File: src/occg_defs.svh
// Register offsets, field positions, reset values and timing counts for clock control
`ifndef OCCG_DEFS_SVH
`define OCCG_DEFS_SVH

`define OCCG_ADDR_GATE_1        16'h300c
`define OCCG_ADDR_GATE_2        16'h300d
`define OCCG_ADDR_GATE_3        16'h300e
`define OCCG_ADDR_GATE_4        16'h300f
`define OCCG_ADDR_OSC_CTRL      16'h303e

`define OCCG_RST_GATE_1         8'he7
`define OCCG_RST_GATE_2         8'h3c
`define OCCG_RST_GATE_3         8'h7e
`define OCCG_RST_GATE_4         8'hab
`define OCCG_RST_OSC_CTRL       8'h00

`define OCCG_OSC_ON_BIT         7
`define OCCG_OSC_KEEP_BIT       5
`define OCCG_OSC_OSEL_BIT       4
`define OCCG_OSC_RANGE_BIT      2
`define OCCG_OSC_HGAIN_BIT      1
`define OCCG_OSC_INIT_BIT       0
`define OCCG_OSC_WR_MASK        8'hb6

`define OCCG_GATE1_FTC_BIT      7
`define OCCG_GATE1_FTB_BIT      6
`define OCCG_GATE1_FTA_BIT      5
`define OCCG_GATE1_MTB_BIT      2
`define OCCG_GATE1_MTA_BIT      1
`define OCCG_GATE1_RTC_BIT      0
`define OCCG_GATE1_WR_MASK      8'he7

`define OCCG_OSC_INIT_CYCLES    4096

`endif

File: src/occg_pkg.sv
// Types shared by the oscillator control and clock gating block
package occg_pkg;
    typedef struct packed {
        logic [15:0] addr;
        logic [7:0]  wdata;
        logic        wr;
        logic        rd;
    } occg_bus_req_s;

    typedef struct packed {
        logic on;
        logic keep_in_stop;
        logic output_select;
        logic range_high;
        logic high_gain;
    } occg_osc_ctrl_s;

    typedef enum logic [1:0] {
        OCCG_OSC_OFF  = 2'b00,
        OCCG_OSC_INIT = 2'b01,
        OCCG_OSC_RUN  = 2'b10
    } occg_osc_state_e;
endpackage : occg_pkg

File: src/occg_top.sv
// Oscillator control/status register and peripheral bus clock gating
// Functional notes
// (RQ1) Oscillator enable bit 7 turns the oscillator on, feeding the external reference clock.
// (RQ2) Stop-enable bit 5 clear stops oscillator in stop; set keeps it if enabled or requested.
// (RQ3) Output select bit 4: 0 picks the external clock pin, 1 the oscillator source.
// (RQ4) Range bit 2: 0 low range 31.25-39.0625kHz, 1 high range 4-20MHz.
// (RQ5) Gain bit 1: 0 low gain, 1 high gain.
// (RQ6) Status bit 0 reads 0 until oscillator initialization cycles complete, then 1.
// (RQ7) Reserved bits 6 and 3 of oscillator register and 4-3 of gate 1 read zero.
// (RQ8) Gate 1 bits 7, 6, 5 enable bus clock to the three flexible timers.
// (RQ9) Gate 1 bits 2, 1 gate the modulo timers, bit 0 the real-time counter.
// (RQ10) Gate registers one and two are 8-bit read/write, reset e7h and 3ch.
// (RQ11) Gate registers three and four are 8-bit read/write, reset 7eh and abh.
// (RQ12) Software disables a peripheral before gating its clock and reinitialises after.
// (RQ13) Each gated peripheral clock switches without glitches or truncated pulses.
//
// Decided for this implementation: the address-and-strobe port.
`include "occg_defs.svh"

module occg_top #(
    parameter int INIT_CYCLES = `OCCG_OSC_INIT_CYCLES
) (
    input  wire logic                   clock_in,
    input  wire logic                   rst_n_in,
    input  wire occg_pkg::occg_bus_req_s bus_in,
    output logic [7:0]                  rdata_out,
    input  wire logic                   stop_mode_in,
    input  wire logic                   clkgen_req_in,
    input  wire logic                   osc_ready_in,
    output occg_pkg::occg_osc_ctrl_s    osc_ctrl_out,
    output logic                        osc_run_out,
    output logic                        ext_reference_clock_en_out,
    output logic [7:0]                  gate_1_en_out,
    output logic [7:0]                  gate_2_en_out,
    output logic [7:0]                  gate_3_en_out,
    output logic [7:0]                  gate_4_en_out
);
    import occg_pkg::*;

    // The init counter is 16 bits wide, so longer start-ups cannot be served
    if (INIT_CYCLES < 1 || INIT_CYCLES > 65535) begin : g_bad_init
        $error("INIT_CYCLES out of range");
    end

    localparam logic [15:0] INIT_LAST = 16'(INIT_CYCLES - 1);

    occg_osc_ctrl_s  osc_ctrl_r;
    occg_osc_state_e osc_state_r;
    logic [15:0]     init_cnt_r;
    logic            osc_init_done_r;
    logic [7:0]      gate_1_r;
    logic [7:0]      gate_2_r;
    logic [7:0]      gate_3_r;
    logic [7:0]      gate_4_r;
    logic            ready_s1_r;
    logic            ready_s2_r;
    logic            ready_s3_r;
    logic            ready_r;
    logic            osc_run_nxt;

    function automatic logic hit(input logic [15:0] a, input logic [15:0] target);
        hit = (a == target);
    endfunction : hit

    // Only writable fields are stored, so reserved bits read back zero
    function automatic logic [7:0] gate_write(input logic [7:0] d, input logic [7:0] mask);
        gate_write = d & mask;
    endfunction : gate_write

    // Oscillator control fields
    always_ff @(posedge clock_in) begin
        if (!rst_n_in) begin
            osc_ctrl_r <= '0;
        end else if (bus_in.wr && hit(bus_in.addr, `OCCG_ADDR_OSC_CTRL)) begin
            osc_ctrl_r.on            <= bus_in.wdata[`OCCG_OSC_ON_BIT];    // RQ1
            osc_ctrl_r.keep_in_stop  <= bus_in.wdata[`OCCG_OSC_KEEP_BIT];  // RQ2
            osc_ctrl_r.output_select <= bus_in.wdata[`OCCG_OSC_OSEL_BIT];  // RQ3
            osc_ctrl_r.range_high    <= bus_in.wdata[`OCCG_OSC_RANGE_BIT]; // RQ4
            osc_ctrl_r.high_gain     <= bus_in.wdata[`OCCG_OSC_HGAIN_BIT]; // RQ5
        end
    end

    // Oscillator run decision, including stop-mode retention
    always_comb begin
        if (stop_mode_in) begin
            osc_run_nxt = osc_ctrl_r.keep_in_stop && (osc_ctrl_r.on || clkgen_req_in); // RQ2
        end else begin
            osc_run_nxt = osc_ctrl_r.on || clkgen_req_in; // RQ1
        end
    end

    // Ready comes from the analogue side; three stages, accepted when last two agree
    always_ff @(posedge clock_in) begin
        if (!rst_n_in) begin
            ready_s1_r <= 1'b0;
            ready_s2_r <= 1'b0;
            ready_s3_r <= 1'b0;
            ready_r    <= 1'b0;
        end else begin
            ready_s1_r <= osc_ready_in;
            ready_s2_r <= ready_s1_r;
            ready_s3_r <= ready_s2_r;
            if (ready_s2_r == ready_s3_r) begin
                ready_r <= ready_s3_r;
            end
        end
    end

    // Initialization sequencer: count cycles after start-up, also waiting for ready
    always_ff @(posedge clock_in) begin
        if (!rst_n_in) begin
            osc_state_r     <= OCCG_OSC_OFF;
            init_cnt_r      <= 16'h0000;
            osc_init_done_r <= 1'b0;
        end else begin
            case (osc_state_r)
                OCCG_OSC_OFF: begin
                    osc_init_done_r <= 1'b0;
                    init_cnt_r      <= 16'h0000;
                    if (osc_run_nxt) begin
                        osc_state_r <= OCCG_OSC_INIT;
                    end
                end
                OCCG_OSC_INIT: begin
                    if (!osc_run_nxt) begin
                        osc_state_r <= OCCG_OSC_OFF;
                    end else if (init_cnt_r == INIT_LAST && ready_r) begin
                        osc_state_r     <= OCCG_OSC_RUN;
                        osc_init_done_r <= 1'b1; // RQ6
                    end else if (init_cnt_r != INIT_LAST) begin
                        init_cnt_r <= init_cnt_r + 16'h0001;
                    end
                end
                OCCG_OSC_RUN: begin
                    if (!osc_run_nxt) begin
                        osc_state_r     <= OCCG_OSC_OFF;
                        osc_init_done_r <= 1'b0; // RQ6
                    end
                end
                default: begin
                    osc_state_r     <= OCCG_OSC_OFF;
                    osc_init_done_r <= 1'b0;
                end
            endcase
        end
    end

    // Gating registers
    always_ff @(posedge clock_in) begin
        if (!rst_n_in) begin
            gate_1_r <= `OCCG_RST_GATE_1; // RQ10
            gate_2_r <= `OCCG_RST_GATE_2; // RQ10
            gate_3_r <= `OCCG_RST_GATE_3; // RQ11
            gate_4_r <= `OCCG_RST_GATE_4; // RQ11
        end else if (bus_in.wr) begin
            if (hit(bus_in.addr, `OCCG_ADDR_GATE_1)) begin
                gate_1_r <= gate_write(bus_in.wdata, `OCCG_GATE1_WR_MASK); // RQ7
            end
            if (hit(bus_in.addr, `OCCG_ADDR_GATE_2)) begin
                gate_2_r <= bus_in.wdata; // RQ10
            end
            if (hit(bus_in.addr, `OCCG_ADDR_GATE_3)) begin
                gate_3_r <= bus_in.wdata; // RQ11
            end
            if (hit(bus_in.addr, `OCCG_ADDR_GATE_4)) begin
                gate_4_r <= bus_in.wdata; // RQ11
            end
        end
    end

    // Gate enables are registered so each changes only right after a bus clock edge;
    // the peripheral's latch-based gate then passes whole pulses only
    always_ff @(posedge clock_in) begin
        if (!rst_n_in) begin
            gate_1_en_out <= `OCCG_RST_GATE_1;
            gate_2_en_out <= `OCCG_RST_GATE_2;
            gate_3_en_out <= `OCCG_RST_GATE_3;
            gate_4_en_out <= `OCCG_RST_GATE_4;
        end else begin
            gate_1_en_out <= gate_1_r; // RQ8 RQ9 RQ13
            gate_2_en_out <= gate_2_r; // RQ13
            gate_3_en_out <= gate_3_r; // RQ13
            gate_4_en_out <= gate_4_r; // RQ13
        end
    end

    // Oscillator outputs
    always_ff @(posedge clock_in) begin
        if (!rst_n_in) begin
            osc_ctrl_out               <= '0;
            osc_run_out                <= 1'b0;
            ext_reference_clock_en_out <= 1'b0;
        end else begin
            osc_ctrl_out               <= osc_ctrl_r; // RQ3 RQ4 RQ5
            osc_run_out                <= osc_run_nxt; // RQ2
            // Reference clock only offered once stable and enabled
            ext_reference_clock_en_out <= osc_ctrl_r.on && osc_init_done_r; // RQ1
        end
    end

    // Read data stand in the cycle after the strobe only; unmapped reads give zero
    always_ff @(posedge clock_in) begin
        if (!rst_n_in) begin
            rdata_out <= 8'h00;
        end else if (bus_in.rd) begin
            if (hit(bus_in.addr, `OCCG_ADDR_OSC_CTRL)) begin
                rdata_out <= {osc_ctrl_r.on, 1'b0, osc_ctrl_r.keep_in_stop, osc_ctrl_r.output_select,
                              1'b0, osc_ctrl_r.range_high, osc_ctrl_r.high_gain, osc_init_done_r}; // RQ6 RQ7
            end else if (hit(bus_in.addr, `OCCG_ADDR_GATE_1)) begin
                rdata_out <= gate_1_r;
            end else if (hit(bus_in.addr, `OCCG_ADDR_GATE_2)) begin
                rdata_out <= gate_2_r;
            end else if (hit(bus_in.addr, `OCCG_ADDR_GATE_3)) begin
                rdata_out <= gate_3_r;
            end else if (hit(bus_in.addr, `OCCG_ADDR_GATE_4)) begin
                rdata_out <= gate_4_r;
            end else begin
                rdata_out <= 8'h00;
            end
        end else begin
            rdata_out <= 8'h00;
        end
    end

endmodule : occg_top

File: config.mk
export PLATFORM = sky130hd
export DESIGN_NAME = occg_top
export DESIGN_NICKNAME = d
export VERILOG_FILES = /design/src/occg_pkg.sv /design/src/occg_top.sv
export VERILOG_INCLUDE_DIRS = /design/src /design/src/src
export SDC_FILE = /design/constraint.sdc
export NUM_CORES = 1
export LEC_CHECK = 0
export ABC_CLOCK_PERIOD_IN_PS = 4400
export BUFFER_PORTS_ARGS = -buffer_cell sky130_fd_sc_hd__clkbuf_2
export CORE_ASPECT_RATIO = 0.9
export CORE_MARGIN = 3
export CORE_UTILIZATION = 59
export DETAILED_ROUTE_END_ITERATION = 10
export GPL_TIMING_DRIVEN = 1
export HOLD_SLACK_MARGIN = 0.02
export PLACE_DENSITY = 0.82
export SLEW_MARGIN = 20
export SYNTH_ARGS = -nofsm -noshare
export SYNTH_HDL_FRONTEND = slang
export SYNTH_SLANG_ARGS = --single-unit
File: constraint.sdc
create_clock -name clock_in -period 4.4 [get_ports clock_in]
set_clock_uncertainty 0.15 [all_clocks]
set_input_delay 0.44 -clock clock_in [delete_from_list [all_inputs] [get_ports clock_in]]
set_output_delay 0.44 -clock clock_in [all_outputs]
set_load 0.01 [all_outputs]
* After elaboration in Yosys (flattened, before gate mapping)
Cells that the tools add are included.
W data, S select, Z words.
** Storage, ports and cells
- Bits in registers :: 103
** Cells by class
- $add $sub $neg :: 1
- Equal/unequal tests :: 17
- Muxes and demuxes :: 19
- Bitwise gates (word level) :: 2
- Reductions and logical operators :: 16
** Operators with widths (count)
- $eq A16 B14 Y1 const B :: 5
- $mux W16 :: 3
- $mux W8 :: 5
- $pmux W16 S2 :: 1
- $add A16 B1 Y16 const B :: 1
- $eq A16 B12 Y1 const B :: 1
- $ne A16 B12 Y1 const B :: 1
- $ne A2 B2 Y1 const B :: 6
- $reduce_and A2 Y1 :: 5
- $mux W2 :: 4
- $pmux W2 S3 :: 1
- $reduce_and A3 Y1 :: 2
- $logic_and A1 B1 Y1 :: 4
- $mux W1 :: 4
- $reduce_and A4 Y1 :: 1
- $ne A3 B3 Y1 const B :: 1
- $reduce_or A3 Y1 :: 1
- $eq A2 B1 Y1 const B :: 1
- $eq A2 B2 Y1 const B :: 1
- $logic_not A2 Y1 :: 1
- $not A1 Y1 :: 2
- $pmux W1 S2 :: 1
- $reduce_bool A2 Y1 :: 1
- $eq A1 B1 Y1 :: 1
- $logic_or A1 B1 Y1 :: 1

* Depth between registers and ports, before layout
Gate-level depths: netlist (run 1).
- Depth in word-level cells :: 6
- Mapped depth :: 7
- Mapped depth without buffers :: 5

* Least setup slack after synthesis (run 1)
OpenSTA, ideal clock, no wires.
- Kind :: input port to flip-flop
- Start :: input port bus_in[17] (netlist bit)
- End :: register gate_2_r[4]
- Library setup time :: 0.121 ns
- Data arrival time :: 2.385 ns
- Required time :: 4.129 ns
- Slack :: 1.744 ns
- Stages :: 7
- Buffers on the path :: 3
- Path through :: or4b_1 > buf_2 > or4_4 > buf_6 > nor3b_2 > buf_6 > mux2_4
** Between the ends
- Longest elaborated chain between the ends :: 2
** Ends and longest elaborated chain
- from (decl) :: line occg_top.sv:25 : input wire occg_pkg::occg_bus_req_s bus_in,
- $eq A16 B14 Y1 :: line occg_top.sv:62 : hit = (a == target);
- $reduce_and A2 Y1 (no source line)
- to (signal assigned) :: line occg_top.sv:152 : gate_2_r <= `OCCG_RST_GATE_2;
- to (signal assigned) :: line occg_top.sv:160 : gate_2_r <= bus_in.wdata;
- to (decl) :: line occg_top.sv:52 : logic [7:0] gate_2_r;
No other way between the ends.
A chain may end at the register's enable or synchronous reset.

* Worst setup path in the final report (run 1)
Same ends and word-level chain as after synthesis.

==> results of run 1 <==
==> sequential cells by signal, indices dropped and copies added (netlist names), 2 cells and up <==
signal and cells:
init_cnt_r 16, gate_2_en_out 8, gate_2_r 8, gate_3_en_out 8, gate_3_r 8, gate_4_en_out 8, gate_4_r 8, rdata_out 8
gate_1_en_out 6, gate_1_r 6, osc_ctrl_out 5, osc_ctrl_r 5, osc_state_r 2
==> routing by layer <==
layer	vias to the layer above	GRT usage
met1	1647	0.3253
li1	1710	-
met3	21	0.06383
met5	-	0
met2	174	0.3814
met4	0	0.07874
==> per-stage QoR <==
| stage | cell area [um2] | worst slack, ns | std cells | power (mW) |
|---|---|---|---|---|
| global route | 4708 | 1.487 | 603 | 1.637 |
| finish | 4708 | 1.541 | 603 | 1.582 |
| global placement | 4511 | 1.251 | 587 | 1.028 |
| CTS | 4708 | 1.568 | 603 | 1.596 |
| detailed placement | 4511 | 1.180 | 587 | 1.031 |
| floorplan | 4140 | 1.744 | 449 | 1.003 |
==> area by class of cell <==
class / count / area, um2 / area share
repair buffers: 77 / 390.4 / 0.08291
well taps: 90 / 112.6 / 0.02392
multi-input cells: 298 / 1874 / 0.3981
clock buffers: 9 / 123.9 / 0.02631
clock inverters: 7 / 73.82 / 0.01568
inverters: 19 / 71.32 / 0.01515
flip-flops and latches: 103 / 2062 / 0.4379
==> final timing paths <==
kind / from / endpoint / slack [ns] / depth (start not counted)
setup / recovery: bus_in[17] / gate_2_r[4]$_SDFFE_PN1P_ / 1.54 / 5
hold / removal: osc_ready_in / ready_s1_r$_SDFF_PN0_ / 0.14 / 2
setup reg to reg: init_cnt_r[0]$_SDFFE_PN0P_ / init_cnt_r[14]$_SDFFE_PN0P_ / 2.08 / 5
hold reg to reg: ready_s1_r$_SDFF_PN0_ / ready_s2_r$_SDFF_PN0_ / 0.31 / 1
==> cell usage in the layout, fill, tap and decap left out, types with 6 or more instances in the layout <==
cell      Yosys  routed
clkbuf_2      0      75
nor3_1       10      10
nor2b_1       7       7
nor2_1       29      29
clkbuf_8      0       9
o31ai_1       9       9
dfxtp_1     103     103
or4_1        12      12
a21oi_1      33      33
inv_1        19      19
o21ai_0      21      21
nand2_1      29      29
and2_1       10      10
mux2i_1      20      20
or3_1         6       6
nand3_1      27      27
nand2b_1     20      20
==> cells by family after synthesis <==
logic type               after synthesis  share of synthesized area
AO/OA/AOI/OAI                         84                     0.1228
adder cells (fa/ha/maj)                1                   0.003024
buffers and inverters                 48                    0.04930
flip-flops                           103                     0.4985
multiplexers                          28                    0.07652
other                                  1                  0.0009066
AND/OR/NAND/NOR                      183                     0.2489
==> worst max-delay path, cell delays in order <==
cell,delay (ns)
clkbuf_2,0.09
or4b_1,0.67
or4_4,0.65
nor3b_2,0.77
mux2_4,0.35
==> power groups by stage <==
stage | registers [mW] | clock network (mW) | logic [mW]
2_1_floorplan | 0.956 | 0 | 0.0470
3_3_place_gp | 0.957 | 0 | 0.0716
3_5_place_dp | 0.957 | 0 | 0.0740
4_1_cts | 0.935 | 0.587 | 0.0744
5_1_grt | 0.936 | 0.619 | 0.0827
6_report | 0.935 | 0.571 | 0.0757
==> impl_metrics.ini, run 1 <==
[run_status]
outcome = finished clean

[route]
drc_errors = 0
first_pass_iters = 5
route.met2.wl_mm = 4.364
vias = 3552
viasPerCell = 5.891
top_layer = met4
wl_met3_um = 800
wl_per_cell_um = 15.46
wl_met1_mm = 3.973
routed_wirelength_mm = 9.320
drt_iter0_drc = 283
postRouteAntennaNets = 0

[synthesis]
syn_inst = 448
yosysTopAreaCellShare = 0.4985
netlist_area_mm2 = 0.004136
synth-edff-count = 0
synthMostInstantiatedCell = dfxtp_1
syn_avg_cell_area_um2 = 9.233
yosysUniqueCellTypes = 53
netlist_top_cells_area = dfxtp_1 50%, mux2i_1 4.8%, a21oi_1 4.0%
yosysSeqAreaShare = 0.4985
synth_area_leader_cell = dfxtp_1
synthTopCellsByCount = 103 x dfxtp_1, 33 x a21oi_1, 29 x nand2_1, 29 x nor2_1, 27 x nand3_1
synth_ff_type = dfxtp_1
ys_ff_latch = 103
ys_warn_count = 0
async_flop_share = 0

[worst_hold_path]
hp-class = input port to register

[clocking]
path_clk_slew_ns = 0.10
clkLatencyLatePin_ns = 0.37
post-cts-setup-buffers = 0
clkSinkCount = 103
cts_root_buf = clkbuf_8
htree_levels = 3
cts_tree = done
cts_buffers = 9
post_cts_resized = 0
cts_hold_buf = 0
cts_buffer_depth = 2

[die]
start_util = 0.6182
dieArea_mm2 = 0.008053
rows = 28
io_pins = 78
die_h_um = 85.44
die_x_um = 94.26
core_area_mm2 = 0.006691

[placement]
gp_congestion = 0.9354
port-buffer-count = 75
dpl.hpwl_mm = 6.821

[pwr]
p_seq_frac = 0.591
clockPowerShare = 0.361
comb_power_share = 0.048
p_sw_frac = 0.2521
p_leak_nw = 1.855
vdd_drop_max_mv = 0.2124
intPower_mw = 1.183
p_switching_mw = 0.3988
power.density_mw_per_mm2 = 335.9

[critical_path]
path_max_fanout = 8
critPathKind = input port to register
start_kind = input port
end_kind = register
required_ns = 4.52
crit_arrival_ns = 2.97

[finish]
final_nets = 540
num-fill-cells = 526
antennaDiodeCount = 0
layout-area-overhead-vs-synth_pct = 13.82
layout-drive-gt1-share = 0.2164
fin_util = 0.7036

[grt]
gr-usage-all-layers = 0.2422
overflow = 0
first_global_vias = 3281
grt_pass1_wl_mm = 15.35
antenna_found_initial = 0
grt_max_degree = 36

[timing]
fmax_ghz = 0.3498
whs_ns = 0.1372
hold_viol = 0
post-route-period-util = 0.6497
worst_pin_slew_ns = 1.047
period_minus_slack_ns = 2.859
maxSlewHeadroom = 0.2972
rsz0062_at_grt = no
tns_ns = 0
finalSetupViolCount = 0
slew_viol_final = 0

[flow_run]
drv_cap = 0
Note: power is estimated with default switching activity, not from simulation.
==> run 2, diff against run 1 <==
Settings changed: ABC_CLOCK_PERIOD_IN_PS 4400 to 2800, CORE_UTILIZATION 59 to 55, PLACE_DENSITY 0.82 to 0.77.
Clock period 4.4 ns to 2.8 ns, I/O delays scaled along.
==> impl_metrics.ini, run 2 (synthesized netlist as in run 1, its figures left out) <==
[run_status]
outcome = finished clean

[worst_hold_path]
hp-class = input port to register
hp-start = bus_in[7]

[timing]
post-route-period-util = 0.8354
whs_ns = 0.03292
finalSetupViolCount = 0
fmax_ghz = 0.4275
worst_pin_slew_ns = 0.6276
rsz0062_at_grt = no
tns_ns = 0
maxSlewHeadroom = 0.5784
hold_viol = 0
setup_ws_ns = 0.4609
period_minus_slack_ns = 2.339
slew_viol_final = 0

[clocking]
post-cts-setup-buffers = 0
clkSinkCount = 103
clkLatencyLatePin_ns = 0.37
cts_root_buf = clkbuf_8
cts_buffer_depth = 2
htree_levels = 3
cts_buffers = 9
path_clk_slew_ns = 0.09
cts_tree = done

[critical_path]
cp_slowest_cell = a2111oi_0
cp_cell_sequence = ha_1, nand4_1, or3_1, a2111oi_0, mux2i_1
path_delay_family = simple AND/OR/NAND/NOR gates
slowest_delay_ns = 0.51
critPathKind = register to register
crit_arrival_ns = 2.49
required_ns = 2.95
end_kind = register
start_kind = register
crit-reg2reg-launch = init_cnt_r[0]$_SDFFE_PN0P_
critPathLaunch = init_cnt_r[0]$_SDFFE_PN0P_
path_max_fanout = 5
path_buf_inv = 0

[route]
routed_wirelength_mm = 9.907
drc_errors = 0
viasPerCell = 5.794
first_pass_iters = 5
drt_iter0_drc = 328
wl_per_cell_um = 15.93
postRouteAntennaNets = 0
vias = 3604

[finish]
antennaDiodeCount = 0
mostFrequentLayoutCells = 103 x dfxtp_1, 75 x clkbuf_2, 33 x a21oi_1
final_common_cell = dfxtp_1
layout-area-overhead-vs-synth_pct = 16.52
top_register = init_cnt_r
final_nets = 556
largest_reg_flops = 16
layout-drive-gt1-share = 0.2382

[die]
dieArea_mm2 = 0.008599
die_h_um = 88.27
rows = 29
die_x_um = 97.42
io_pins = 78
core_area_mm2 = 0.007184
start_util = 0.5758

[pwr]
power.density_mw_per_mm2 = 511.5
vdd_drop_max_mv = 0.3183
p_seq_frac = 0.596
intPower_mw = 1.866
p_leak_nw = 1.917
p_switching_mw = 0.5991
clockPowerShare = 0.351
comb_power_share = 0.053
p_sw_frac = 0.2430

[flow_run]
drv_cap = 0

[placement]
gp_congestion = 0.8676
dpl.hpwl_mm = 7.331
port-buffer-count = 75
dp_slack_ns = 0.2466

[grt]
first_global_vias = 3300
overflow = 0
gr-usage-all-layers = 0.2343
antenna_found_initial = 0
grt_pass1_wl_mm = 16.13
grt_max_degree = 27
-- run 2: timing repair --
action | in CTS | in global routing
resized for setup | 0 | 0
hold buffers | 1 | 0
hold endpoints to repair | 1 | 0
-- run 2: metrics by stage --
stage / instances / instance area, um2 / utilization / total power, mW
floorplan: 449 / 4140 / - / 1.576
global placement: 605 / 4627 / 0.6440 / 1.626
detailed placement: 605 / 4627 / 0.6440 / 1.629
CTS: 622 / 4820 / 0.6708 / 2.483
global route: 622 / 4820 / 0.6708 / 2.551
finish: 622 / 4820 / 0.6708 / 2.465
-- run 2: metal layers --
metal / global-route usage / part of all wire / vias up
met5: 0 / 0 / -
met4: 0.08553 / 0.019 / 0
met3: 0.05831 / 0.090 / 18
met2: 0.3522 / 0.44 / 169
met1: 0.3309 / 0.45 / 1667
li1: - / - / 1750
-- run 2: worst register-to-register path, stage by stage, from the launching register on --
cell       delay (ns)
dfxtp_1          0.41
ha_1             0.28
nand4_1          0.23
or3_1            0.46
a2111oi_0        0.51
mux2i_1          0.24
-- run 2: final timing paths --
| path | end | slack, ns | cells after the start |
|---|---|---|---|
| setup / recovery | init_cnt_r[14]$_SDFFE_PN0P_ | 0.46 | 5 |
| hold / removal | osc_ctrl_r[3]$_SDFFE_PN0P_ | 0.03 | 3 |
| setup reg to reg | init_cnt_r[14]$_SDFFE_PN0P_ | 0.46 | 5 |
| hold reg to reg | ready_s2_r$_SDFF_PN0_ | 0.29 | 1 |
-- run 2: power by group through the flow --
stage	clock, mW	sequential, mW	combinational, mW
finish	0.866	1.47	0.130
global route	0.938	1.47	0.142
CTS	0.887	1.47	0.127
detailed placement	0	1.50	0.126
global placement	0	1.50	0.123
floorplan	0	1.50	0.0738
-- run 2: area by class of cell --
class,instances,area [um2]
timing repair buffer,93,513.0
inverter,19,71.32
sequential,103,2062
clock buffer,10,137.6
tap,93,116.4
clock inverter,6,45.04
fill,618,2365
multi-input combinational,298,1874
